==> src/verilog/rxcpm_defs.svh <==
/*
 rxcpm_defs.svh: register indices, field positions, reset values and counts
 for the receiver configuration and pattern matcher block.
 assumes: included by bare name by the top module.
*/
`ifndef RXCPM_DEFS_SVH
`define RXCPM_DEFS_SVH
`define RXCPM_IDX_FILTER 5'h8
`define RXCPM_IDX_CORR 5'h9
`define RXCPM_IDX_MODE 5'ha
`define RXCPM_IDX_FEI_HI 5'hb
`define RXCPM_IDX_FEI_LO 5'hc
`define RXCPM_IDX_PAT0 5'hd
`define RXCPM_IDX_PAT1 5'he
`define RXCPM_IDX_PAT2 5'hf
`define RXCPM_IDX_PAT3 5'h10
`define RXCPM_BIT_RUN 2
`define RXCPM_BIT_OVF 7
`define RXCPM_RST_FILTER 8'h00
`define RXCPM_RST_CORR 8'h00
`define RXCPM_RST_MODE 8'h00
`define RXCPM_RST_PAT 32'h0000_0000
`define RXCPM_WIDEST_CODE 3'h4
`define RXCPM_AFC_CYCLES 16'h0040
`define RXCPM_INTEG_LIMIT 20'h0_8000
`define RXCPM_AFC_ERR_LIMIT 16'h0100
`endif

==> src/verilog/rxcpm_pkg.sv <==
/*
 rxcpm_pkg: types shared by the receiver configuration block.
 assumes: nothing beyond the defs header.
*/
package rxcpm_pkg;
	typedef struct packed {
		logic bitsync_off;
		logic [1:0] bw_sel;
		logic widest;
		logic [1:0] calib;
		logic [1:0] init;
	} rxcpm_filt_type;
	typedef struct packed {
		logic iq_amp_on;
		logic mode_linear;
		logic pat_en;
		logic [1:0] pat_size;
		logic [1:0] pat_tol;
	} rxcpm_mode_type;
	typedef enum logic {rxcpm_idle, rxcpm_run} rxcpm_afc_type;
endpackage

==> src/verilog/rxcpm_top.sv <==
/*
 rxcpm_top: receiver settings register bank on AHB-Lite, frequency
 correction sequencer and reference pattern matcher.
 assumes: single AHB-Lite master, word accesses only, inputs synchronous
 to mclk, demodulated bits arrive as one-cycle strobes.
*/
// Notes on behaviour
// - two bit field picks 10/20/40/200 kHz
// - widest bit forces widest filter, no calibration
// - calibration policy: startup, never, change, write
// - filter init: startup, reserved, change, forced
// - strength band read from three thresholds
// - bit 3 enables frequency error indicator
// - writing 0 starts correction, self clears
// - bit 1 reports correction failure
// - disable bit stops applying correction
// - overflow flag set; writing 1 resets integrator
// - mode bit picks sensitivity or linearity
// - bit 4 enables pattern recognition
// - size field picks 8 to 32 bits
// - tolerance field allows zero to three errors
// - signed error result, high then low byte
// - pattern bytes 13 to 16, MSB first
// - earliest bit meets pattern MSB
// - detection starts fifo fill when fill_select is low
`timescale 1ns/1ps
`include "rxcpm_defs.svh"
module rxcpm_top import rxcpm_pkg::*; #(
	parameter logic [7:0] strength_threshold_1 = 8'h40,
	parameter logic [7:0] strength_threshold_2 = 8'h80,
	parameter logic [7:0] strength_threshold_3 = 8'hc0,
	parameter logic [15:0] afc_cycles = `RXCPM_AFC_CYCLES
) (
	input wire logic mclk,
	input wire logic nrst,
	input wire logic hsel,
	input wire logic [31:0] haddr,
	input wire logic [1:0] htrans,
	input wire logic hwrite,
	input wire logic [2:0] hsize,
	input wire logic [31:0] hwdata,
	input wire logic hready,
	output logic hreadyout,
	output logic [31:0] hrdata,
	output logic hresp,
	input wire logic [7:0] power_level,
	input wire logic [15:0] freq_err_meas,
	input wire logic freq_err_meas_valid,
	input wire logic rx_bit,
	input wire logic rx_bit_valid,
	input wire logic fill_select,
	output logic [2:0] filter_bw_code,
	output logic filter_calib,
	output logic filter_init,
	output logic bitsync_off,
	output logic rssi_on,
	output logic rssi_high_range,
	output logic iq_amp_on,
	output logic mode_linear,
	output logic [15:0] lo_correction,
	output logic pattern_detect,
	output logic fifo_fill_start
);
	logic accept;
	logic map_hit;
	logic wr_pend;
	logic rd_pend;
	logic [4:0] wr_idx;
	logic [4:0] rd_idx;
	logic [7:0] wbyte;
	logic wr_filter;
	logic wr_corr;
	logic wr_mode;
	rxcpm_filt_type filt;
	rxcpm_mode_type mode;
	logic rssi_en;
	logic rssi_rng;
	logic fei_en;
	logic apply_off;
	logic corr_fail;
	logic corr_ovf;
	logic [1:0] signal_strength_band;
	logic [15:0] freq_error_value;
	logic signed [19:0] integ;
	logic [19:0] integ_mag;
	logic [15:0] err_mag;
	logic [15:0] afc_cnt;
	rxcpm_afc_type afc_state;
	logic freq_corr_run;
	logic afc_end;
	logic ovf_set;
	logic [31:0] pattern;
	logic [31:0] hist;
	logic [5:0] hist_cnt;
	logic [5:0] pat_len;
	logic [31:0] pat_mask;
	logic [31:0] ref_bits;
	logic [31:0] cand;
	logic [5:0] mism;
	logic [2:0] eff_bw;
	logic [2:0] prev_bw;
	logic started;
	logic [7:0] rd_mux;

	// bus decode: word aligned, indices 8..16 only
	assign accept = hsel & htrans[1] & hready;
	assign map_hit = (haddr[31:7] == 25'h000_0000) & (haddr[1:0] == 2'h0) &
		(haddr[6:2] >= `RXCPM_IDX_FILTER) & (haddr[6:2] <= `RXCPM_IDX_PAT3);
	assign wbyte = hwdata[7:0];
	assign wr_filter = wr_pend & (wr_idx == `RXCPM_IDX_FILTER);
	assign wr_corr = wr_pend & (wr_idx == `RXCPM_IDX_CORR);
	assign wr_mode = wr_pend & (wr_idx == `RXCPM_IDX_MODE);

	always_ff @(posedge mclk or negedge nrst) begin
		if (!nrst) begin
			wr_pend <= 1'b0;
			rd_pend <= 1'b0;
			wr_idx <= 5'h00;
			rd_idx <= 5'h00;
		end else begin
			wr_pend <= accept & hwrite & map_hit;
			rd_pend <= accept & ~hwrite;
			wr_idx <= haddr[6:2];
			rd_idx <= map_hit ? haddr[6:2] : 5'h00;
		end
	end

	// reads take one wait state so hrdata can come from a flop
	always_ff @(posedge mclk or negedge nrst) begin
		if (!nrst) begin
			hreadyout <= 1'b1;
			hrdata <= 32'h0000_0000;
			hresp <= 1'b0;
		end else begin
			hreadyout <= ~(accept & ~hwrite);
			hresp <= 1'b0;
			if (rd_pend) begin
				hrdata <= {24'h00_0000, rd_mux};
			end
		end
	end

	always_comb begin
		case (rd_idx)
			`RXCPM_IDX_FILTER: rd_mux = filt;
			`RXCPM_IDX_CORR: rd_mux = {rssi_en, rssi_rng, signal_strength_band, fei_en,
				afc_state == rxcpm_run, corr_fail, apply_off};
			`RXCPM_IDX_MODE: rd_mux = {corr_ovf, mode};
			`RXCPM_IDX_FEI_HI: rd_mux = freq_error_value[15:8];
			`RXCPM_IDX_FEI_LO: rd_mux = freq_error_value[7:0];
			`RXCPM_IDX_PAT0: rd_mux = pattern[31:24];
			`RXCPM_IDX_PAT1: rd_mux = pattern[23:16];
			`RXCPM_IDX_PAT2: rd_mux = pattern[15:8];
			`RXCPM_IDX_PAT3: rd_mux = pattern[7:0];
			default: rd_mux = 8'h00;
		endcase
	end

	// settings registers
	always_ff @(posedge mclk or negedge nrst) begin
		if (!nrst) begin
			filt <= `RXCPM_RST_FILTER;
		end else if (wr_filter) begin
			filt <= wbyte;
		end
	end

	always_ff @(posedge mclk or negedge nrst) begin
		if (!nrst) begin
			rssi_en <= 1'b0;
			rssi_rng <= 1'b0;
			fei_en <= 1'b0;
			apply_off <= 1'b0;
		end else if (wr_corr) begin
			rssi_en <= wbyte[7];
			rssi_rng <= wbyte[6];
			fei_en <= wbyte[3];
			apply_off <= wbyte[0];
		end
	end

	always_ff @(posedge mclk or negedge nrst) begin
		if (!nrst) begin
			mode <= 7'h00;
		end else if (wr_mode) begin
			mode <= wbyte[6:0];
		end
	end

	// byte 13 holds the pattern MSB
	always_ff @(posedge mclk or negedge nrst) begin
		if (!nrst) begin
			pattern <= `RXCPM_RST_PAT;
		end else if (wr_pend) begin
			case (wr_idx)
				`RXCPM_IDX_PAT0: pattern[31:24] <= wbyte;
				`RXCPM_IDX_PAT1: pattern[23:16] <= wbyte;
				`RXCPM_IDX_PAT2: pattern[15:8] <= wbyte;
				`RXCPM_IDX_PAT3: pattern[7:0] <= wbyte;
				default: pattern <= pattern;
			endcase
		end
	end

	// filter bandwidth, calibration and initialisation
	// software must keep bw at or above deviation plus half the rate
	assign eff_bw = filt.widest ? `RXCPM_WIDEST_CODE : {1'b0, filt.bw_sel};

	always_ff @(posedge mclk or negedge nrst) begin
		if (!nrst) begin
			filter_bw_code <= 3'h0;
			prev_bw <= 3'h0;
			started <= 1'b0;
		end else begin
			filter_bw_code <= eff_bw;
			prev_bw <= eff_bw;
			started <= 1'b1;
		end
	end

	// widest setting never calibrates, whatever the policy
	always_ff @(posedge mclk or negedge nrst) begin
		if (!nrst) begin
			filter_calib <= 1'b0;
		end else if (wr_filter ? wbyte[4] : filt.widest) begin
			filter_calib <= 1'b0;
		end else begin
			// a write is judged on the policy it brings, else a first write of 11 is lost
			case (wr_filter ? wbyte[3:2] : filt.calib)
				2'h0: filter_calib <= ~started;
				2'h2: filter_calib <= started & (eff_bw != prev_bw);
				2'h3: filter_calib <= wr_filter & (wbyte[3:2] == 2'h3);
				default: filter_calib <= 1'b0;
			endcase
		end
	end

	// reserved init code 01 does nothing
	always_ff @(posedge mclk or negedge nrst) begin
		if (!nrst) begin
			filter_init <= 1'b0;
		end else begin
			case (wr_filter ? wbyte[1:0] : filt.init)
				2'h0: filter_init <= ~started;
				2'h2: filter_init <= started & (eff_bw != prev_bw);
				2'h3: filter_init <= wr_filter & (wbyte[1:0] == 2'h3);
				default: filter_init <= 1'b0;
			endcase
		end
	end

	always_ff @(posedge mclk or negedge nrst) begin
		if (!nrst) begin
			bitsync_off <= 1'b0;
			rssi_on <= 1'b0;
			rssi_high_range <= 1'b0;
			iq_amp_on <= 1'b0;
			mode_linear <= 1'b0;
		end else begin
			bitsync_off <= filt.bitsync_off;
			rssi_on <= rssi_en;
			rssi_high_range <= rssi_rng;
			iq_amp_on <= mode.iq_amp_on;
			mode_linear <= mode.mode_linear;
		end
	end

	// signal strength band
	always_ff @(posedge mclk or negedge nrst) begin
		if (!nrst) begin
			signal_strength_band <= 2'h0;
		end else if (power_level >= strength_threshold_3) begin
			signal_strength_band <= 2'h3;
		end else if (power_level > strength_threshold_2) begin
			signal_strength_band <= 2'h2;
		end else if (power_level > strength_threshold_1) begin
			signal_strength_band <= 2'h1;
		end else begin
			signal_strength_band <= 2'h0;
		end
	end

	// frequency error indicator and correction
	always_ff @(posedge mclk or negedge nrst) begin
		if (!nrst) begin
			freq_error_value <= 16'h0000;
		end else if (fei_en & freq_err_meas_valid) begin
			freq_error_value <= freq_err_meas;
		end
	end

	assign freq_corr_run = wr_corr & ~wbyte[`RXCPM_BIT_RUN] & (afc_state == rxcpm_idle);
	assign afc_end = (afc_state == rxcpm_run) & (afc_cnt == afc_cycles - 16'h0001);
	assign err_mag = freq_error_value[15] ? 16'(-freq_error_value) : freq_error_value;
	assign integ_mag = integ[19] ? 20'(-integ) : 20'(integ);
	assign ovf_set = integ_mag >= `RXCPM_INTEG_LIMIT;

	always_ff @(posedge mclk or negedge nrst) begin
		if (!nrst) begin
			afc_state <= rxcpm_idle;
			afc_cnt <= 16'h0000;
		end else begin
			case (afc_state)
				rxcpm_idle: begin
					afc_cnt <= 16'h0000;
					if (freq_corr_run) begin
						afc_state <= rxcpm_run;
					end
				end
				rxcpm_run: begin
					afc_cnt <= afc_cnt + 16'h0001;
					if (afc_end) begin
						afc_state <= rxcpm_idle;
					end
				end
				default: afc_state <= rxcpm_idle;
			endcase
		end
	end

	// failure if the integrator overflowed or the residual error is large
	always_ff @(posedge mclk or negedge nrst) begin
		if (!nrst) begin
			corr_fail <= 1'b0;
			lo_correction <= 16'h0000;
		end else if (afc_end) begin
			corr_fail <= corr_ovf | ovf_set | (err_mag > `RXCPM_AFC_ERR_LIMIT);
			if (!apply_off) begin
				lo_correction <= integ[15:0];
			end
		end
	end

	// integrator only runs during a correction; writing 1 resets it
	always_ff @(posedge mclk or negedge nrst) begin
		if (!nrst) begin
			integ <= 20'sh0_0000;
		end else if (wr_mode & wbyte[`RXCPM_BIT_OVF]) begin
			integ <= 20'sh0_0000;
		end else if ((afc_state == rxcpm_run) & fei_en & freq_err_meas_valid & ~ovf_set) begin
			integ <= integ + 20'(signed'(freq_err_meas));
		end
	end

	// a new overflow wins over the software clear; a standing one must not block it
	always_ff @(posedge mclk or negedge nrst) begin
		if (!nrst) begin
			corr_ovf <= 1'b0;
		end else if (ovf_set & ~corr_ovf) begin
			corr_ovf <= 1'b1;
		end else if (wr_mode & wbyte[`RXCPM_BIT_OVF]) begin
			corr_ovf <= 1'b0;
		end
	end

	// pattern matcher: newest bit in hist[0]
	assign pat_len = {2'h0, mode.pat_size, 2'h0} + {2'h0, mode.pat_size, 2'h0} + 6'h08;
	assign pat_mask = 32'hffff_ffff >> (6'h20 - pat_len);
	assign ref_bits = pattern >> (6'h20 - pat_len);
	assign cand = (hist ^ ref_bits) & pat_mask;

	always_comb begin
		mism = 6'h00;
		for (int i = 0; i < 32; i++) begin
			mism = mism + {5'h00, cand[i]};
		end
	end

	always_ff @(posedge mclk or negedge nrst) begin
		if (!nrst) begin
			hist <= 32'h0000_0000;
			hist_cnt <= 6'h00;
		end else if (!mode.pat_en) begin
			hist_cnt <= 6'h00;
		end else if (rx_bit_valid) begin
			hist <= {hist[30:0], rx_bit};
			hist_cnt <= (hist_cnt == 6'h20) ? hist_cnt : hist_cnt + 6'h01;
		end
	end

	// compared once per new bit, after enough bits have arrived
	always_ff @(posedge mclk or negedge nrst) begin
		if (!nrst) begin
			pattern_detect <= 1'b0;
			fifo_fill_start <= 1'b0;
		end else begin
			pattern_detect <= mode.pat_en & rx_bit_valid & (hist_cnt >= pat_len) &
				(mism <= {4'h0, mode.pat_tol});
			fifo_fill_start <= mode.pat_en & rx_bit_valid & (hist_cnt >= pat_len) &
				(mism <= {4'h0, mode.pat_tol}) & ~fill_select;
		end
	end

	logic unused_ok;
	assign unused_ok = ^{hsize, hwdata[31:8]};
endmodule // rxcpm_top
==> config.mk <==
export PLATFORM = sky130hd
export DESIGN_NAME = rxcpm_top
export DESIGN_NICKNAME = d
export VERILOG_FILES = /design/src/verilog/rxcpm_pkg.sv /design/src/verilog/rxcpm_top.sv
export VERILOG_INCLUDE_DIRS = /design/src /design/src/verilog
export SDC_FILE = /design/constraint.sdc
export NUM_CORES = 1
export LEC_CHECK = 0
export ABC_AREA = 1
export BUFFER_PORTS_ARGS = -buffer_cell sky130_fd_sc_hd__buf_4
export CAP_MARGIN = 20
export CORE_MARGIN = 5
export CORE_UTILIZATION = 58
export DETAILED_ROUTE_END_ITERATION = 8
export GPL_TIMING_DRIVEN = 0
export PLACE_DENSITY = 0.81
export REMOVE_ABC_BUFFERS = 1
export SETUP_SLACK_MARGIN = 0.05
export SYNTH_ARGS = -nofsm -noshare
export SYNTH_HDL_FRONTEND = slang
export SYNTH_SLANG_ARGS = --single-unit
==> constraint.sdc <==
create_clock -name mclk -period 9 [get_ports mclk]
set_input_delay 0.9 -clock mclk [delete_from_list [all_inputs] [get_ports mclk]]
set_output_delay 0.9 -clock mclk [all_outputs]
set_load 0.01 [all_outputs]
==> Word level (Yosys, flattened, before mapping) <==
Index checks and enable logic that the tools add are counted.
{ "word_totals": {"reg_bits": 196, "input_bits": 102, "out_inout_bits": 62, "elab_cells": 200} }
{ "classes": {"add_sub_neg": 39, "magnitude_cmp": 9, "eq_ne": 27, "shift": 2, "mux": 25, "bitwise": 40, "n_reduce_logical": 13} }
{ "ops": {"columns": ["operator", "n"], "rows": [
  ["6-bit by 1-bit adder with 6-bit output", 26],
  ["8-bit case mux with 9 select lines", 1],
  ["5-bit by 4-bit == test with 1-bit output, second input constant", 14],
  ["20-bit two-way mux", 3],
  ["32-bit AND", 1],
  ["16-bit case mux with 2 select lines", 1],
  ["32-bit by 6-bit right shift with 32-bit output", 1],
  ["32-bit by 6-bit right shift with 32-bit output, first input constant", 1],
  ["32-bit bitwise XOR", 1],
  ["1-bit AND", 27],
  ["25-bit logical NOT", 1],
  ["20-bit by 16-bit adder with 20-bit output", 1],
  ["20-bit by 16-bit greater-or-equal comparator with 1-bit output, second input constant", 1],
  ["20-bit negation", 1],
  ["6-bit two-way mux", 3],
  ["16-bit by 1-bit adder with 16-bit output, second input constant", 1],
  ["16-bit by 6-bit == test with 1-bit output, second input constant", 1],
  ["16-bit by 9-bit > comparator with 1-bit output, second input constant", 1],
  ["16-bit two-way mux", 1],
  ["16-bit negation", 1],
  ["2-bit AND reduction", 7],
  ["2-bit == test, second input constant", 6],
  ["5-bit == test, second input constant", 2],
  ["1-bit NOT", 9],
  ["28 further kinds", 43]
]} }

==> Longest topological paths before layout <==
{ "logic_depth": {"depth_word": 40, "ltp_mapped": 32, "depth_no_buf": 32} }

==> Worst setup path after synthesis <==
OpenSTA, ideal clock, no wires.
{ "synth_timing": {"path_kind": "flip-flop to flip-flop", "from": "register mode[2] (netlist bit)", "to": "register fifo_fill_start", "setup_ps": 72, "t_arrival_ps": 6504, "t_required_ps": 8928, "setup_slack_ps": 2424, "stages_incl_launch_ff": 31, "path_buffers": 2, "period_less_slack_ps": 6576, "path_cell_list": "dfrtp_1 inv_2 ha_1 inv_2 nand2_1 buf_4 inv_2 buf_2 a22oi_1 o21ai_0 xor2_1 fa_1 fa_1 inv_1 fa_1 fa_1 fa_1 inv_1 fa_1 inv_1 ha_1 inv_1 fa_1 inv_1 ha_1 inv_1 nor2_1 a2bb2oi_1 nor3b_1 o21ai_0 nor2_1"} }
{ "synth_between": {"elab_chain_cells": 40, "word_cells_on_any_way": 43, "cone_classes": "add/sub (34); order compare (2); shift (2); bitwise (5)"} }
{ "synth_lines": {"columns": ["item", "line_no", "rtl"], "rows": [
  ["from (decl)", "rxcpm_top.sv:75", "rxcpm_mode_type mode;"],
  ["from (signal assigned)", "rxcpm_top.sv:186", "mode <= wbyte[6:0];"],
  ["4-bit by 4-bit adder with 5-bit output (*)", "rxcpm_top.sv:357", "assign pat_len = {2'h0, mode.pat_size, 2'h0} + {2'h0, mode.pat_size, 2'h0} + 6'h08;"],
  ["5-bit by 4-bit adder with 6-bit output (*)", "rxcpm_top.sv:357", null],
  ["6-bit subtractor", "rxcpm_top.sv:358, rxcpm_top.sv:359", null],
  ["32-bit by 6-bit right shift with 32-bit output", "rxcpm_top.sv:359", "assign ref_bits = pattern >> (6'h20 - pat_len);"],
  ["32-bit bitwise XOR", "rxcpm_top.sv:360", "assign cand = (hist ^ ref_bits) & pat_mask;"],
  ["32-bit AND", "rxcpm_top.sv:360", null],
  ["1-bit by 1-bit adder with 2-bit output", "rxcpm_top.sv:365", "mism = mism + {5'h00, cand[i]};"],
  ["2-bit by 1-bit adder with 3-bit output", "rxcpm_top.sv:365", null],
  ["3-bit by 1-bit adder with 4-bit output", "rxcpm_top.sv:365", null],
  ["4-bit by 1-bit adder with 5-bit output", "rxcpm_top.sv:365", null],
  ["5-bit by 1-bit adder with 6-bit output", "rxcpm_top.sv:365", null],
  ["6-bit by 1-bit adder with 6-bit output (26 in a row)", "rxcpm_top.sv:365", null],
  ["6-bit by 2-bit less-or-equal comparator with 1-bit output", "rxcpm_top.sv:390", "(mism <= {4'h0, mode.pat_tol}) & ~fill_select;"],
  ["1-bit AND (*)", "rxcpm_top.sv:389", "fifo_fill_start <= mode.pat_en & rx_bit_valid & (hist_cnt >= pat_len) &"],
  ["1-bit AND (*)", "rxcpm_top.sv:390", null],
  ["to (signal assigned)", "rxcpm_top.sv:389", null],
  ["to (decl)", "rxcpm_top.sv:62", "output logic fifo_fill_start"]
]} }
Mark *: on every way between the ends. The rest lies on a longest branch, timed or not.
A chain may end at the register's enable or synchronous reset.

==> Worst setup path in the final report <==
Same ends and word-level chain as after synthesis.

==> metrics.txt <==
pin count of the biggest net entering global routing=103; Placed Area=0.0126 sq mm; critical path peak fanout=26; CTS tree=built; crit path kind=reg -> reg; Final Hold Fails=0; Slew @ Worst Pin=942 ps; Max stage delay on crit path=870 ps; Max Fclk=122 MHz; Synth top area share=0.418; share of layout cells above drive strength 1=0.117; power per cell area=210 mW/mm^2; PortBufs=110; Core ar.=0.0197 sq mm; Clock Latency Late Sink=430 ps; Top Family by Delay on Critical Path=adder cells; Die W=152 um; Worst Skew=9.66 ps; ranking of synthesized cells by area=dfrtp_1 (42%), nand2_1 (11%), o21ai_0 (7.2%); number of enable flip-flop cells after synthesis=0; CTS resizes=0; Final Max Tran Viols=0; HPWL after DPL=22700 um; Vias/cell=5.47; Main synth FF type=dfrtp_1; Clock transition at path regs=70 ps; Async SR Flop Fraction=1.00; CTS Buf Count=17; first-pass GRT wire length=49300 um; clock tree buffer depth=2; FF+latch count, synth=196; final WL=30200 um; hold buffer count at CTS=0; Setup Fix Bufs, Post-CTS=0; Area Growth Syn to Fin=13.6%; DR WL/cell=16.2 um; Setup TNS=0 ps; largest area contributor in the netlist=dfrtp_1; Syn Area/Cell=7.82 sq um; diode count=0; Post-route DRC=0; global route overflow=0; top cells by count, synth=nand2_1 (349), inv_1 (221), dfrtp_1 (195), o21ai_0 (167), nor2_1 (129); vias in the first global route=9915; GPL Wtd Cong=0.925; met3 WL post-DR=2090 um; I/O pin total=164; DR WL met2=14700 um; met1 WL=12700 um; Seq/Total Area, Yosys=0.421; Root Driver=clkbuf_16; Tcrit/Tclk final=0.914; Starting DRT DRC Count=944; antenna viol nets, final=0; reg2reg setup slack=770 ps; starting density of the core=0.594; worst endpoint required time=9370 ps; via count=10200; Slew headroom=0.371; fin crit period=8230 ps; worst min path class=reg -> reg; Site Rows=51; status=finished, final reports clean; Worst setup SP type=flop; CP Capture Type=flop; DR pass1 iterations=6; die height=152 um; Final Setup Violations=0; P_leak=7.01 nW; top sig layer=met5; cells after synthesis=1492; Max H-tree Level=4; GRT Overall Usage=0.260; die area=0.0231 sq mm; MaxCap Viol Count=0; nets=1753; Worst VDD drop=0.233 mV; slowest stage cell, crit path=dfrtp_1; post-route cell area=0.0133 sq mm; data arrival time of the critical path=8600 ps; initial antenna violation count=1; synthesized area=0.0117 sq mm; Buf+Inv Stages, Crit Path=10; RSZ-0062 raised after global routing=false; Sink Count=196; Yosys cell types=51; top-count cell post-synth=nand2_1; Synth Warn #=0
-- power breakdown --
group / leakage (nW) / switching (mW) / total [mW] / internal (mW)
Combinational: 4.37 / 0.572 / 1.02 / 0.445
Clock: 0.300 / 0.349 / 0.791 / 0.442
Sequential: 2.34 / 0.0427 / 0.970 / 0.927
-- stage by stage --
stage               total power, mW  std cells  hold WS [ps]  worst slack, ps   util
global placement               1.94       1831           406              955  0.639
detailed placement             2.00       1833           384              880  0.642
floorplan                      1.75       1456           354             1990      -
finish                         2.78       1866           411              773  0.675
CTS                            2.80       1864           417              858  0.673
global route                   3.03       1866           428              313  0.675
-- metal layers --
metal  up-vias  global-route usage
met1      4835               0.353
met5         -                   0
met2       367               0.429
li1       4942                   -
met4         2              0.0865
met3        62              0.0423
-- kinds of logic after synthesis --
group                    Yosys count  share of synthesized area
XOR/XNOR                          27                     0.0203
AND/OR/NAND/NOR                  628                      0.230
adder cells (fa/ha/maj)           62                     0.0826
AO/OA/AOI/OAI                    285                      0.135
multiplexers                       5                    0.00643
other                              2                   0.000644
flip-flops                       196                      0.421
buffers and inverters            287                      0.104
-- state kept, by name, summed over array words and instances, names as in the netlist, 5 cells and up --
signal and cells:
lo_correction 16, afc_cnt 16, mode 7, freq_error_value 16
wr_idx 5, integ 20, filt 8, rd_idx 5
hrdata 8, hist 32, pattern 32, hist_cnt 6
-- worst paths after layout --
path,cells past startpoint,end,startpoint
worst max-delay path,32,fifo_fill_start$_DFF_PN0_,mode[2]$_DFFE_PN0P_
worst min-delay path,0,mode_linear$_DFF_PN0_,mode[5]$_DFFE_PN0P_
worst max register to register,32,fifo_fill_start$_DFF_PN0_,mode[2]$_DFFE_PN0P_
worst min register to register,0,mode_linear$_DFF_PN0_,mode[5]$_DFFE_PN0P_
max in group asynchronous,2,freq_error_value[9]$_DFFE_PN0P_,nrst
min in group asynchronous,1,hist[7]$_DFFE_PN0P_,nrst
-- layout by cell type (no fill, tap or decap), types with 3 or more instances in the layout --
master	instances
a211oi_2	3
a21oi_1	57
a22oi_1	10
buf_16	3
buf_4	110
bufinv_16	3
clkbuf_16	17
clkinv_2	3
conb_1	26
dfrtp_1	195
fa_1	25
ha_1	37
inv_1	221
inv_2	6
inv_6	3
mux2_4	5
nand2_1	349
nand3_1	79
nand3b_1	7
nand4_1	16
nor2_1	129
nor3_1	10
nor3_2	3
nor3b_1	4
nor4_1	10
o21a_1	5
o21ai_0	167
o21ai_1	6
o21ai_2	8
o21bai_1	3
o221ai_1	3
o22ai_1	14
or2_2	10
xnor2_1	7
xor2_1	20
-- final cells by class --
class                           count  area [sq um]
Sequential cell                   196          4910
Tap cell                          265           332
Timing Repair Buffer              114           923
Clock inverter                     13           176
Clock buffer                       18           429
Inverter                          227           852
Multi-Input combinational cell   1033          5640
Fill cell                        1709          6400
No activity file was read; power rests on OpenSTA's default activity.
